## config.mk

```make
export PLATFORM = sky130hd
export DESIGN_NAME = sbx_exec
export DESIGN_NICKNAME = d
export VERILOG_FILES = /design/src/core/sbx_pkg.sv /design/src/core/sbx_exec.sv
export VERILOG_INCLUDE_DIRS = /design/src /design/src/core
export SDC_FILE = /design/constraint.sdc
export NUM_CORES = 1
export LEC_CHECK = 0
export ABC_AREA = 1
export ABC_CLOCK_PERIOD_IN_PS = 2700
export BUFFER_PORTS_ARGS = -buffer_cell sky130_fd_sc_hd__buf_4
export CORE_ASPECT_RATIO = 1.25
export CORE_MARGIN = 5
export CORE_UTILIZATION = 25
export DETAILED_ROUTE_END_ITERATION = 10
export SLEW_MARGIN = 20
export SYNTH_ARGS = -nofsm -noshare
export SYNTH_HDL_FRONTEND = slang
export SYNTH_SLANG_ARGS = --single-unit
```

## constraint.sdc

```tcl
create_clock -name clk -period 2.7 [get_ports clk]
set_clock_uncertainty 0.05 [all_clocks]
set_input_delay 0.54 -clock clk [delete_from_list [all_inputs] [get_ports clk]]
set_output_delay 0.54 -clock clk [all_outputs]
set_load 0.01 [all_outputs]
```

## src/core/sbx_defs.svh

```systemverilog
`ifndef SBX_DEFS_SVH
`define SBX_DEFS_SVH

// ==========================================================
// Widths
`define SBX_PC_W 12
`define SBX_REG_IDX_W 5
`define SBX_IO_ADDR_W 5

// ==========================================================
// Status register bit positions
`define SBX_FLAG_C 3'd0
`define SBX_FLAG_Z 3'd1
`define SBX_FLAG_N 3'd2
`define SBX_FLAG_V 3'd3
`define SBX_FLAG_S 3'd4
`define SBX_FLAG_H 3'd5
`define SBX_FLAG_T 3'd6
`define SBX_FLAG_I 3'd7

// ==========================================================
// Reset values and program counter steps
`define SBX_PC_RST 12'h000
`define SBX_STATUS_RST 8'h00
`define SBX_PC_STEP 12'h001
`define SBX_SKIP_ONE_WORD 12'h002
`define SBX_SKIP_TWO_WORD 12'h003

`endif

```

## src/core/sbx_pkg.sv

```systemverilog
package sbx_pkg;

    // ==========================================================
    // Operations accepted from the fetch path
    typedef enum logic [5:0] {
        SBX_OP_NOP,
        SBX_OP_SKIP_IF_REG_BIT_CLEAR,
        SBX_OP_SKIP_IF_REG_BIT_ONE,
        SBX_OP_SKIP_IF_IO_BIT_CLEAR,
        SBX_OP_SKIP_IF_IO_BIT_ONE,
        SBX_OP_BRANCH_ON_FLAG_ONE,
        SBX_OP_BRANCH_ON_FLAG_ZERO,
        SBX_OP_BRANCH_EQUAL,
        SBX_OP_BRANCH_NOT_EQUAL,
        SBX_OP_BRANCH_CARRY_ONE,
        SBX_OP_BRANCH_CARRY_ZERO,
        SBX_OP_BRANCH_UNSIGNED_GE,
        SBX_OP_BRANCH_UNSIGNED_LT,
        SBX_OP_BRANCH_NEGATIVE,
        SBX_OP_BRANCH_NONNEGATIVE,
        SBX_OP_BRANCH_SIGNED_GE,
        SBX_OP_BRANCH_SIGNED_LT,
        SBX_OP_BRANCH_HALFCARRY_ONE,
        SBX_OP_BRANCH_HALFCARRY_ZERO,
        SBX_OP_BRANCH_TRANSFER_ONE,
        SBX_OP_BRANCH_TRANSFER_ZERO,
        SBX_OP_BRANCH_OVERFLOW_ONE,
        SBX_OP_BRANCH_OVERFLOW_ZERO,
        SBX_OP_BRANCH_IRQ_ENABLED,
        SBX_OP_BRANCH_IRQ_DISABLED,
        SBX_OP_IO_BIT_SET,
        SBX_OP_IO_BIT_CLEAR,
        SBX_OP_LOGICAL_LEFT_SHIFT,
        SBX_OP_LOGICAL_RIGHT_SHIFT,
        SBX_OP_ROTATE_LEFT_CARRY,
        SBX_OP_ROTATE_RIGHT_CARRY,
        SBX_OP_ARITH_RIGHT_SHIFT,
        SBX_OP_NIBBLE_SWAP,
        SBX_OP_STATUS_BIT_SET,
        SBX_OP_STATUS_BIT_CLEAR,
        SBX_OP_REG_BIT_TO_TRANSFER,
        SBX_OP_TRANSFER_TO_REG_BIT,
        SBX_OP_SET_CARRY_FLAG,
        SBX_OP_CLEAR_CARRY_FLAG,
        SBX_OP_SET_NEGATIVE_FLAG,
        SBX_OP_CLEAR_NEGATIVE_FLAG,
        SBX_OP_SET_ZERO_FLAG,
        SBX_OP_CLEAR_ZERO_FLAG,
        SBX_OP_GLOBAL_IRQ_ON,
        SBX_OP_GLOBAL_IRQ_OFF,
        SBX_OP_SET_SIGN_FLAG,
        SBX_OP_CLEAR_SIGN_FLAG
    } sbx_op_t;

    // Execution states, Gray coded along idle -> second -> third
    typedef enum logic [1:0] {
        SBX_IDLE = 2'b00,
        SBX_EXEC2 = 2'b01,
        SBX_EXEC3 = 2'b11
    } sbx_state_t;

    // One issued instruction
    typedef struct packed {
        sbx_op_t op;
        logic [2:0] bit_idx;
        logic [6:0] offset;
        logic [4:0] reg_idx;
        logic [4:0] io_addr;
        logic next_two_word;
    } sbx_instr_t;

    // Single-bit I/O write
    typedef struct packed {
        logic we;
        logic [4:0] addr;
        logic [2:0] bit_idx;
        logic bit_val;
    } sbx_io_wr_t;

    // General register write-back
    typedef struct packed {
        logic we;
        logic [4:0] addr;
        logic [7:0] data;
    } sbx_reg_wr_t;

    // Whole state of the executor
    typedef struct packed {
        sbx_state_t state;
        logic long_skip;
        logic [11:0] pc;
        logic [7:0] status;
        sbx_reg_wr_t reg_wr;
        sbx_io_wr_t io_wr;
    } sbx_core_t;

endpackage : sbx_pkg

```

## src/core/sbx_exec.sv

```systemverilog
`timescale 1ns/1ps
`include "sbx_defs.svh"


module sbx_exec
    import sbx_pkg::*;
(
    // Clock and reset
    input wire logic clk,
    input wire logic rst,
    // Instruction issue from fetch
    input wire logic instr_valid,
    input wire sbx_instr_t instr,
    output logic instr_ready,
    // Operand values, addressed by instr.reg_idx and instr.io_addr
    input wire logic [7:0] reg_rdata,
    input wire logic [7:0] io_rdata,
    // Results
    output sbx_reg_wr_t reg_wr,
    output sbx_io_wr_t io_wr,
    output logic [11:0] pc,
    output logic [7:0] status
);

    // ==========================================================
    // State
    sbx_core_t st;
    sbx_core_t next_st;

    logic [7:0] shift_res;
    logic shift_carry;
    logic do_shift;
    logic br_flag_idx_ok;
    logic [2:0] br_idx;
    logic br_pol;
    logic br_taken;
    logic is_branch;
    logic skip_hit;
    logic is_skip;
    logic [11:0] br_target;

    assign instr_ready = (st.state == SBX_IDLE);
    assign reg_wr = st.reg_wr;
    assign io_wr = st.io_wr;
    assign pc = st.pc;
    assign status = st.status;

    // ==========================================================
    // Branch condition: every branch except the signed pair reduces to one flag and a polarity
    always_comb begin
        br_idx = `SBX_FLAG_C;
        br_pol = 1'b1;
        is_branch = 1'b1;
        br_flag_idx_ok = 1'b1;
        case (instr.op)
            SBX_OP_BRANCH_ON_FLAG_ONE: begin
                br_idx = instr.bit_idx;
                br_pol = 1'b1;
            end
            SBX_OP_BRANCH_ON_FLAG_ZERO: begin
                br_idx = instr.bit_idx;
                br_pol = 1'b0;
            end
            SBX_OP_BRANCH_EQUAL: begin
                br_idx = `SBX_FLAG_Z;
                br_pol = 1'b1;
            end
            SBX_OP_BRANCH_NOT_EQUAL: begin
                br_idx = `SBX_FLAG_Z;
                br_pol = 1'b0;
            end
            SBX_OP_BRANCH_CARRY_ONE, SBX_OP_BRANCH_UNSIGNED_LT: begin
                br_idx = `SBX_FLAG_C;
                br_pol = 1'b1;
            end
            SBX_OP_BRANCH_CARRY_ZERO, SBX_OP_BRANCH_UNSIGNED_GE: begin
                br_idx = `SBX_FLAG_C;
                br_pol = 1'b0;
            end
            SBX_OP_BRANCH_NEGATIVE: begin
                br_idx = `SBX_FLAG_N;
                br_pol = 1'b1;
            end
            SBX_OP_BRANCH_NONNEGATIVE: begin
                br_idx = `SBX_FLAG_N;
                br_pol = 1'b0;
            end
            SBX_OP_BRANCH_OVERFLOW_ONE: begin
                br_idx = `SBX_FLAG_V;
                br_pol = 1'b1;
            end
            SBX_OP_BRANCH_OVERFLOW_ZERO: begin
                br_idx = `SBX_FLAG_V;
                br_pol = 1'b0;
            end
            SBX_OP_BRANCH_SIGNED_GE: begin
                br_flag_idx_ok = 1'b0;
                br_pol = 1'b0;
            end
            SBX_OP_BRANCH_SIGNED_LT: begin
                br_flag_idx_ok = 1'b0;
                br_pol = 1'b1;
            end
            SBX_OP_BRANCH_HALFCARRY_ONE: begin
                br_idx = `SBX_FLAG_H;
                br_pol = 1'b1;
            end
            SBX_OP_BRANCH_HALFCARRY_ZERO: begin
                br_idx = `SBX_FLAG_H;
                br_pol = 1'b0;
            end
            SBX_OP_BRANCH_TRANSFER_ONE: begin
                br_idx = `SBX_FLAG_T;
                br_pol = 1'b1;
            end
            SBX_OP_BRANCH_TRANSFER_ZERO: begin
                br_idx = `SBX_FLAG_T;
                br_pol = 1'b0;
            end
            SBX_OP_BRANCH_IRQ_ENABLED: begin
                br_idx = `SBX_FLAG_I;
                br_pol = 1'b1;
            end
            SBX_OP_BRANCH_IRQ_DISABLED: begin
                br_idx = `SBX_FLAG_I;
                br_pol = 1'b0;
            end
            default: begin
                is_branch = 1'b0;
            end
        endcase
        if (br_flag_idx_ok) begin
            br_taken = is_branch && (st.status[br_idx] == br_pol);
        end else begin
            // Signed compare result lives in N xor V
            br_taken = ((st.status[`SBX_FLAG_N] ^ st.status[`SBX_FLAG_V]) == br_pol);
        end
        br_target = st.pc + {{5{instr.offset[6]}}, instr.offset} + `SBX_PC_STEP;
    end

    // ==========================================================
    // Skip condition
    always_comb begin
        is_skip = 1'b1;
        case (instr.op)
            SBX_OP_SKIP_IF_REG_BIT_CLEAR: skip_hit = ~reg_rdata[instr.bit_idx];
            SBX_OP_SKIP_IF_REG_BIT_ONE: skip_hit = reg_rdata[instr.bit_idx];
            SBX_OP_SKIP_IF_IO_BIT_CLEAR: skip_hit = ~io_rdata[instr.bit_idx];
            SBX_OP_SKIP_IF_IO_BIT_ONE: skip_hit = io_rdata[instr.bit_idx];
            default: begin
                is_skip = 1'b0;
                skip_hit = 1'b0;
            end
        endcase
    end

    // ==========================================================
    // Shift and rotate unit
    always_comb begin
        do_shift = 1'b1;
        case (instr.op)
            SBX_OP_LOGICAL_LEFT_SHIFT: begin
                shift_res = {reg_rdata[6:0], 1'b0};
                shift_carry = reg_rdata[7];
            end
            SBX_OP_LOGICAL_RIGHT_SHIFT: begin
                shift_res = {1'b0, reg_rdata[7:1]};
                shift_carry = reg_rdata[0];
            end
            SBX_OP_ARITH_RIGHT_SHIFT: begin
                shift_res = {reg_rdata[7], reg_rdata[7:1]};
                shift_carry = reg_rdata[0];
            end
            SBX_OP_ROTATE_LEFT_CARRY: begin
                shift_res = {reg_rdata[6:0], st.status[`SBX_FLAG_C]};
                shift_carry = reg_rdata[7];
            end
            SBX_OP_ROTATE_RIGHT_CARRY: begin
                shift_res = {st.status[`SBX_FLAG_C], reg_rdata[7:1]};
                shift_carry = reg_rdata[0];
            end
            default: begin
                do_shift = 1'b0;
                shift_res = reg_rdata;
                shift_carry = 1'b0;
            end
        endcase
    end

    // ==========================================================
    // Next state
    always_comb begin
        next_st = st;
        next_st.reg_wr.we = 1'b0;
        next_st.io_wr.we = 1'b0;
        case (st.state)
            SBX_IDLE: begin
                if (instr_valid) begin
                    next_st.pc = st.pc + `SBX_PC_STEP;
                    next_st.long_skip = 1'b0;
                    if (is_skip && skip_hit) begin
                        // Extra cycles are the words being stepped over
                        next_st.pc = st.pc + (instr.next_two_word ? `SBX_SKIP_TWO_WORD
                                                                  : `SBX_SKIP_ONE_WORD);
                        next_st.long_skip = instr.next_two_word;
                        next_st.state = SBX_EXEC2;
                    end
                    if (br_taken) begin
                        next_st.pc = br_target;
                        next_st.state = SBX_EXEC2;
                    end
                    if (do_shift) begin
                        next_st.reg_wr = '{we: 1'b1, addr: instr.reg_idx, data: shift_res};
                        next_st.status[`SBX_FLAG_Z] = (shift_res == 8'h00);
                        next_st.status[`SBX_FLAG_C] = shift_carry;
                        next_st.status[`SBX_FLAG_N] = shift_res[7];
                        next_st.status[`SBX_FLAG_V] = shift_res[7] ^ shift_carry;
                    end
                    case (instr.op)
                        SBX_OP_IO_BIT_SET, SBX_OP_IO_BIT_CLEAR: begin
                            // Only the named bit is written, so write-one-to-clear
                            // flags elsewhere in the register are safe
                            next_st.io_wr = '{we: 1'b1, addr: instr.io_addr,
                                              bit_idx: instr.bit_idx,
                                              bit_val: (instr.op == SBX_OP_IO_BIT_SET)};
                            next_st.state = SBX_EXEC2;
                        end
                        SBX_OP_NIBBLE_SWAP: begin
                            next_st.reg_wr = '{we: 1'b1, addr: instr.reg_idx,
                                               data: {reg_rdata[3:0], reg_rdata[7:4]}};
                        end
                        SBX_OP_TRANSFER_TO_REG_BIT: begin
                            next_st.reg_wr.we = 1'b1;
                            next_st.reg_wr.addr = instr.reg_idx;
                            next_st.reg_wr.data = reg_rdata;
                            next_st.reg_wr.data[instr.bit_idx] = st.status[`SBX_FLAG_T];
                        end
                        SBX_OP_REG_BIT_TO_TRANSFER: begin
                            next_st.status[`SBX_FLAG_T] = reg_rdata[instr.bit_idx];
                        end
                        SBX_OP_STATUS_BIT_SET: next_st.status[instr.bit_idx] = 1'b1;
                        SBX_OP_STATUS_BIT_CLEAR: next_st.status[instr.bit_idx] = 1'b0;
                        SBX_OP_SET_CARRY_FLAG: next_st.status[`SBX_FLAG_C] = 1'b1;
                        SBX_OP_CLEAR_CARRY_FLAG: next_st.status[`SBX_FLAG_C] = 1'b0;
                        SBX_OP_SET_NEGATIVE_FLAG: next_st.status[`SBX_FLAG_N] = 1'b1;
                        SBX_OP_CLEAR_NEGATIVE_FLAG: next_st.status[`SBX_FLAG_N] = 1'b0;
                        SBX_OP_SET_ZERO_FLAG: next_st.status[`SBX_FLAG_Z] = 1'b1;
                        SBX_OP_CLEAR_ZERO_FLAG: next_st.status[`SBX_FLAG_Z] = 1'b0;
                        SBX_OP_GLOBAL_IRQ_ON: next_st.status[`SBX_FLAG_I] = 1'b1;
                        SBX_OP_GLOBAL_IRQ_OFF: next_st.status[`SBX_FLAG_I] = 1'b0;
                        SBX_OP_SET_SIGN_FLAG: next_st.status[`SBX_FLAG_S] = 1'b1;
                        SBX_OP_CLEAR_SIGN_FLAG: next_st.status[`SBX_FLAG_S] = 1'b0;
                        default: begin
                        end
                    endcase
                end
            end
            SBX_EXEC2: begin
                next_st.state = st.long_skip ? SBX_EXEC3 : SBX_IDLE;
            end
            SBX_EXEC3: begin
                next_st.state = SBX_IDLE;
                next_st.long_skip = 1'b0;
            end
            default: begin
                next_st.state = SBX_IDLE;
            end
        endcase
    end

    // ==========================================================
    // Registers
    always_ff @(posedge clk or posedge rst) begin
        if (rst) begin
            st <= '{state: SBX_IDLE, long_skip: 1'b0, pc: `SBX_PC_RST,
                    status: `SBX_STATUS_RST, reg_wr: '0, io_wr: '0};
        end else begin
            st <= next_st;
        end
    end

endmodule : sbx_exec

```

# ---- Word level (Yosys, flattened, before mapping)
# Index checks and enable logic that the tools add are counted.
dict set report totals {
  reg_bits 47
  latch_bits 0
  mem_bits_rw 0
  rom_bits 0
  input_bits 46
  out_inout_bits 45
  wordCells 157
  n_memories 0
}
dict set report classes {
  n_addsub 4
  multipliers 0
  n_div 0
  n_lt_le_gt_ge 3
  eq_ne 53
  n_shift 0
  muxes 41
  n_bitwise 7
  n_reduce_logical 34
}
# op count
set ops {}
lappend ops {{equality test 6 x 5 -> 1 bit, second input constant} 16}
lappend ops {{equality test 6 bit, second input constant} 15}
lappend ops {{two-way mux 18 bit} 3}
lappend ops {{equality test 6 x 4 -> 1 bit, second input constant} 8}
lappend ops {{two-way mux 47 bit} 1}
lappend ops {{one-hot mux 8 bit (5 select lines)} 1}
lappend ops {{one-hot mux 14 bit (2 select lines)} 1}
lappend ops {{adder 12 x 1 -> 12 bit, second input constant} 2}
lappend ops {{equality test 6 x 3 -> 1 bit, second input constant} 4}
lappend ops {{two-way mux 24 bit} 1}
lappend ops {{one-hot mux 1 bit (4 select lines)} 6}
lappend ops {{one-hot mux 3 bit (7 select lines)} 1}
lappend ops {{OR reduction 2 bit} 10}
lappend ops {{OR reduction 20 bit} 1}
lappend ops {{AND reduction 3 bit} 6}
lappend ops {{two-way mux 15 bit} 1}
lappend ops {{adder 12 bit} 1}
lappend ops {{adder 12 x 2 -> 12 bit} 1}
lappend ops {{equality test 6 x 2 -> 1 bit, second input constant} 2}
lappend ops {{two-way mux 12 bit} 1}
lappend ops {{two-way mux 1 bit} 10}
lappend ops {{two-way mux 10 bit} 1}
lappend ops {{OR reduction 10 bit} 1}
lappend ops {{binary-select mux 1 bit (select 3 bit)} 3}
lappend ops {{30 further kinds} 45}

# ---- Depth between registers and ports, before layout
dict set report logic_depth {
  word_depth 12
  mapped_depth 22
  ltp_nobuf 22
}

# ---- Worst setup path before layout
# OpenSTA, ideal clock, no wires.
dict set report synth_timing {
  path_type {input to register}
  start {input instr[20] in the netlist's numbering}
  end {register st (netlist bit pc[10])}
  setup_time_ps 118
  arrival_ps 3304
  required_time_ps 2532
  slack_ps -771
  cell_stages 21
  path_buffers 0
  path_cell_list {inv_1 -> nand3_1 -> inv_1 -> a22o_1 -> a221oi_1 -> nand2_1 -> o21ai_0 -> nand2_1 -> inv_1 -> or2_2 -> ha_1 -> inv_1 -> fa_1 -> nor2_1 -> nand4_1 -> nor3_1 -> nand3_1 -> xor2_1 -> nand3b_1 -> nand3_1 -> nand2_1}
}
dict set report synth_via {
  elab_chain_len 7
  word_cells_on_any_way 16
  cone_classes {eq/ne (1); mux (11); bitwise (2); reduce/logical (2)}
}
# element line_no
set synth_lines {}
lappend synth_lines {{start, declared} sbx_exec.sv:13} ;# input wire sbx_instr_t instr,
lappend synth_lines {{one-hot mux 3 bit (7 select lines) (tied with other cells)} sbx_exec.sv:55} ;# case (instr.op)
lappend synth_lines {{binary-select mux 1 bit (select 3 bit) (tied with other cells)} sbx_exec.sv:133} ;# br_taken = is_branch && (st.status[br_idx] == br_pol);
lappend synth_lines {{two-way mux 1 bit (not written as such) (tied with other cells)} sbx_exec.sv:133}
lappend synth_lines {{equality test 1 bit or one-hot mux 1 bit (4 select lines) (tied branches)} {sbx_exec.sv:133, sbx_exec.sv:145}}
lappend synth_lines {{logical AND 1 bit, on equally long branches} {sbx_exec.sv:133, sbx_exec.sv:201}}
lappend synth_lines {{two-way mux 1 bit or two-way mux 15 bit (tied branches)} {sbx_exec.sv:132, sbx_exec.sv:201}}
lappend synth_lines {{two-way mux 12 bit *} sbx_exec.sv:208} ;# if (br_taken) begin
lappend synth_lines {{end signal, assigned} sbx_exec.sv:275} ;# st <= '{state: SBX_IDLE, long_skip: 1'b0, pc: `SBX_PC_RST,
lappend synth_lines {{end signal, assigned} sbx_exec.sv:278} ;# st <= next_st;
lappend synth_lines {{end, declared} sbx_exec.sv:27} ;# sbx_core_t st;
# Mark *: on every way between the ends. The rest lies on a longest branch, timed or not. The select of a mux whose other input is x is not followed.
# A chain may end at the register's enable or synchronous reset.

# ---- Worst setup path after layout
# Ends and elaborated chain as after synthesis.

==> reports/qor.yml <==
status:
  status: "finished with violations"
  failed_checks: "setup timing"
sta:
  fmax_mhz: 319
  post-route-period-util_pct: 116
  rsz0062_at_grt: "yes"
  post-route-min-period_ps: 3130
  hold_viol_final: 0
  whs_ps: 206
  slew_violations: 0
  timing.slew.headroom_pct: 69.6
  worst_pin_slew_ps: 456
  setup_slack_ps: -435
  setup_viol: 10
cells_and_area:
  seqCellArea_um2: 1180
  drive_above_1_share_pct: 34.0
  multi_input_area_um2: 2540
  fin_nets: 819
  syn2layout_area_growth_pct: 40.1
  n_fill_cell: 1846
  final_cells: 979
  antennaDiodeCount: 0
synthesis:
  postSynthAreaPerCell_um2: 6.85
  synth-seq-cells: 47
  async_reset_ff_share_pct: 100
  yosysWarnings: 0
  synth_cell_type_count: 41
  syn_inst: 616
  syn_nets: 677
  syn_area_um2: 4220
  ys_seq_area_share_pct: 27.9
  yosys_most_used_dff: "dfrtp_1"
  synth_edf_count: 0
setup_path:
  rr_startpoint: "pc[5]"
  crit_path_start_kind: "input port"
  max_stage_delay_ps: 340
  crit_fanout: 5
  cp_num_buf_inv: 5
  worstPathCellList: "buf_12, clkinvlp_4, nand3_4, inv_2, a22o_1, a221oi_2, nand2_1, o21ai_1, nand2_2, inv_2, or2_4, ha_4, inv_2, fa_2, nor2_2, nand4_1, nor3_2, nand3_1, xor2_1, nand3b_1, nand3_1, nand2_1"
  worstPathArrival_ps: 3280
  crit_top_cell: "inv_2"
  crit_start: "instr[20]"
  cpMaxStageDelayCell: "fa_2"
  worst_setup_path_end_kind: "flip-flop"
  crit_required_ps: 2840
  critPathKind: "input port to flip-flop"
  regToRegSetupSlack_ps: 310
  crit_family: "simple AND/OR/NAND/NOR gates"
global_routing:
  grt_usage_pct: 14.2
  grt_max_degree: 21
  grt_pass1_wl_um: 22500
  overflow: 0
  grt_pass1_vias: 4431
  antenna_found_initial: 0
cts:
  clockBufferDepth: 2
  cts_tree: "yes"
  clk_latency_ps: 300
  cts_sinks: 47
  clkTransAtPathRegs_ps: 70
  cts_buffers: 5
  h-tree-depth: 2
  cts_root_buffer: "clkbuf_16"
placed_design:
  io_buffer_count: 90
  dpl.hpwl_um: 11600
  gp_congestion: 0.969
  dp_cells: 960
power:
  leakage_nw: 3.05
  p_per_area_nw_per_um2: 713
  irDropWorstVdd_mv: 0.310
  p_total_mw: 4.22
route:
  viasPerCell: 4.54
  dr.pass1.iters: 5
  wl_per_cell_um: 14.5
  vias: 4442
  drt-total-wl_um: 14200
  drtIter0Drc: 300
  drc: 0
  postRouteAntennaNets: 0
floorplan:
  dieArea_um2: 19600
  rows: 53
  dieHeight_um: 155
  initial_core_util_pct: 25.2
  core_area_um2: 16700
  fp.dieW_um: 126
  ios: 91
flow_run:
  drv_cap: 0
min_path:
  hold_path_class: "input port to asynchronous set/reset pin"
## layout make-up
| cell class | instances | area share (%) |
|---|---|---|
| clock buffers | 5 | 2.12 |
| repair buffers | 189 | 24.8 |
| clock inverters | 3 | 0.444 |
| multi-input cells | 436 | 43.0 |
| well taps | 220 | 4.66 |
| flip-flops and latches | 47 | 19.9 |
| inverters | 79 | 5.08 |
## per-stage QoR
step / TNS [ps] / utilization (%) / worst slack [ps] / cell area (µm²)
6_report: -2540 / 35.4 / -435 / 5910
5_1_grt: -4500 / 35.4 / -682 / 5910
4_1_cts: -2240 / 34.9 / -430 / 5840
3_5_place_dp: -7100 / 33.0 / -963 / 5510
3_3_place_gp: -6740 / 33.0 / -928 / 5510
2_1_floorplan: -1810 / - / -597 / 4270
## state kept, by name (all words and copies together), names as in the netlist, named ones only
| name | flops |
|---|---|
| st | 3 |
| pc | 12 |
| status | 7 |
| io_wr | 10 |
| reg_wr | 14 |
## where the power goes
part           switching [mW]  internal [mW]  leakage (nW)
Sequential              0.231          0.952         0.594
Combinational            1.26           1.10          2.39
Clock                   0.313          0.354        0.0752
## worst paths after layout
path	to	depth (start not counted)
worst max-delay path	pc[10]	22
worst min-delay path	reg_wr[4]	2
worst max register to register	pc[10]	12
worst min register to register	st[46]	1
max in group asynchronous	pc[0]	3
min in group clk	io_wr[8]	3
## synth_stat cells (3+ instances only)
cell type / n / area [µm²]
nor3_1: 5 / 25.0
buf_4: 46 / 345
nand2_2: 5 / 31.3
xor2_1: 20 / 175
nand3_1: 48 / 240
nor2_2: 4 / 25.0
nor2_1: 38 / 143
a211oi_1: 3 / 22.5
clkbuf_1: 3 / 11.3
inv_1: 73 / 274
a31oi_1: 10 / 62.6
o2111ai_1: 4 / 35.0
nand4_1: 8 / 50.1
nand2_1: 173 / 649
nand3_2: 5 / 50.1
o21ai_2: 3 / 26.3
nand3b_1: 4 / 30.0
buf_2: 4 / 20.0
inv_2: 4 / 15.0
o221ai_1: 4 / 35.0
o21ai_0: 31 / 155
a21oi_1: 14 / 70.1
o211ai_1: 4 / 30.0
a32oi_1: 7 / 61.3
dfrtp_1: 47 / 1180
o22ai_1: 12 / 75.1
ha_1: 13 / 163
xnor2_1: 4 / 35.0
## cell usage in the layout, fill, tap and decap left out, types with 7 or more instances in the layout
cell / instances
buf_4: 181
nand2_1: 171
inv_1: 65
dfrtp_1: 47
nor2_1: 37
nand3_1: 37
o21ai_0: 27
xor2_1: 19
a21oi_1: 14
nand3_2: 13
o22ai_1: 12
inv_2: 11
ha_1: 11
a31oi_1: 10
nand4_1: 8
a32oi_1: 7
## logic make-up (layout without fill, tap and decap cells)
kind of cell               count (synthesis)  count (layout)  synth area share, %
AOI/OAI and AO/OA                         99              99                 15.0
and+or+nand+nor                          297             297                 30.8
xor gates and xnor gates                  24              24                 4.98
DFF                                       47              47                 27.9
muxes                                      1               1                0.237
buffers and inverters                    133             276                 16.2
adders and majority gates                 15              15                 4.80
## routing by layer
| metal | share of wire (%) | global-route usage [%] | routed length (µm) | up-vias |
|---|---|---|---|---|
| met5 | 0 | 0 | 0 | - |
| met4 | 3.5 | 6.03 | 501 | 0 |
| met3 | 3.3 | 1.48 | 476 | 31 |
| met2 | 53 | 26.5 | 7510 | 109 |
| met1 | 40 | 16.4 | 5760 | 2027 |
| li1 | - | - | - | 2275 |
## what timing repair did
action,CTS,global route
pin swaps,18,8
resized for setup,28,9
buffers inserted,7,4
hold buffers,0,0
setup endpoints to repair,11,11
endpoints found under the hold margin,0,0
Power figures use the tool's default switching activity.
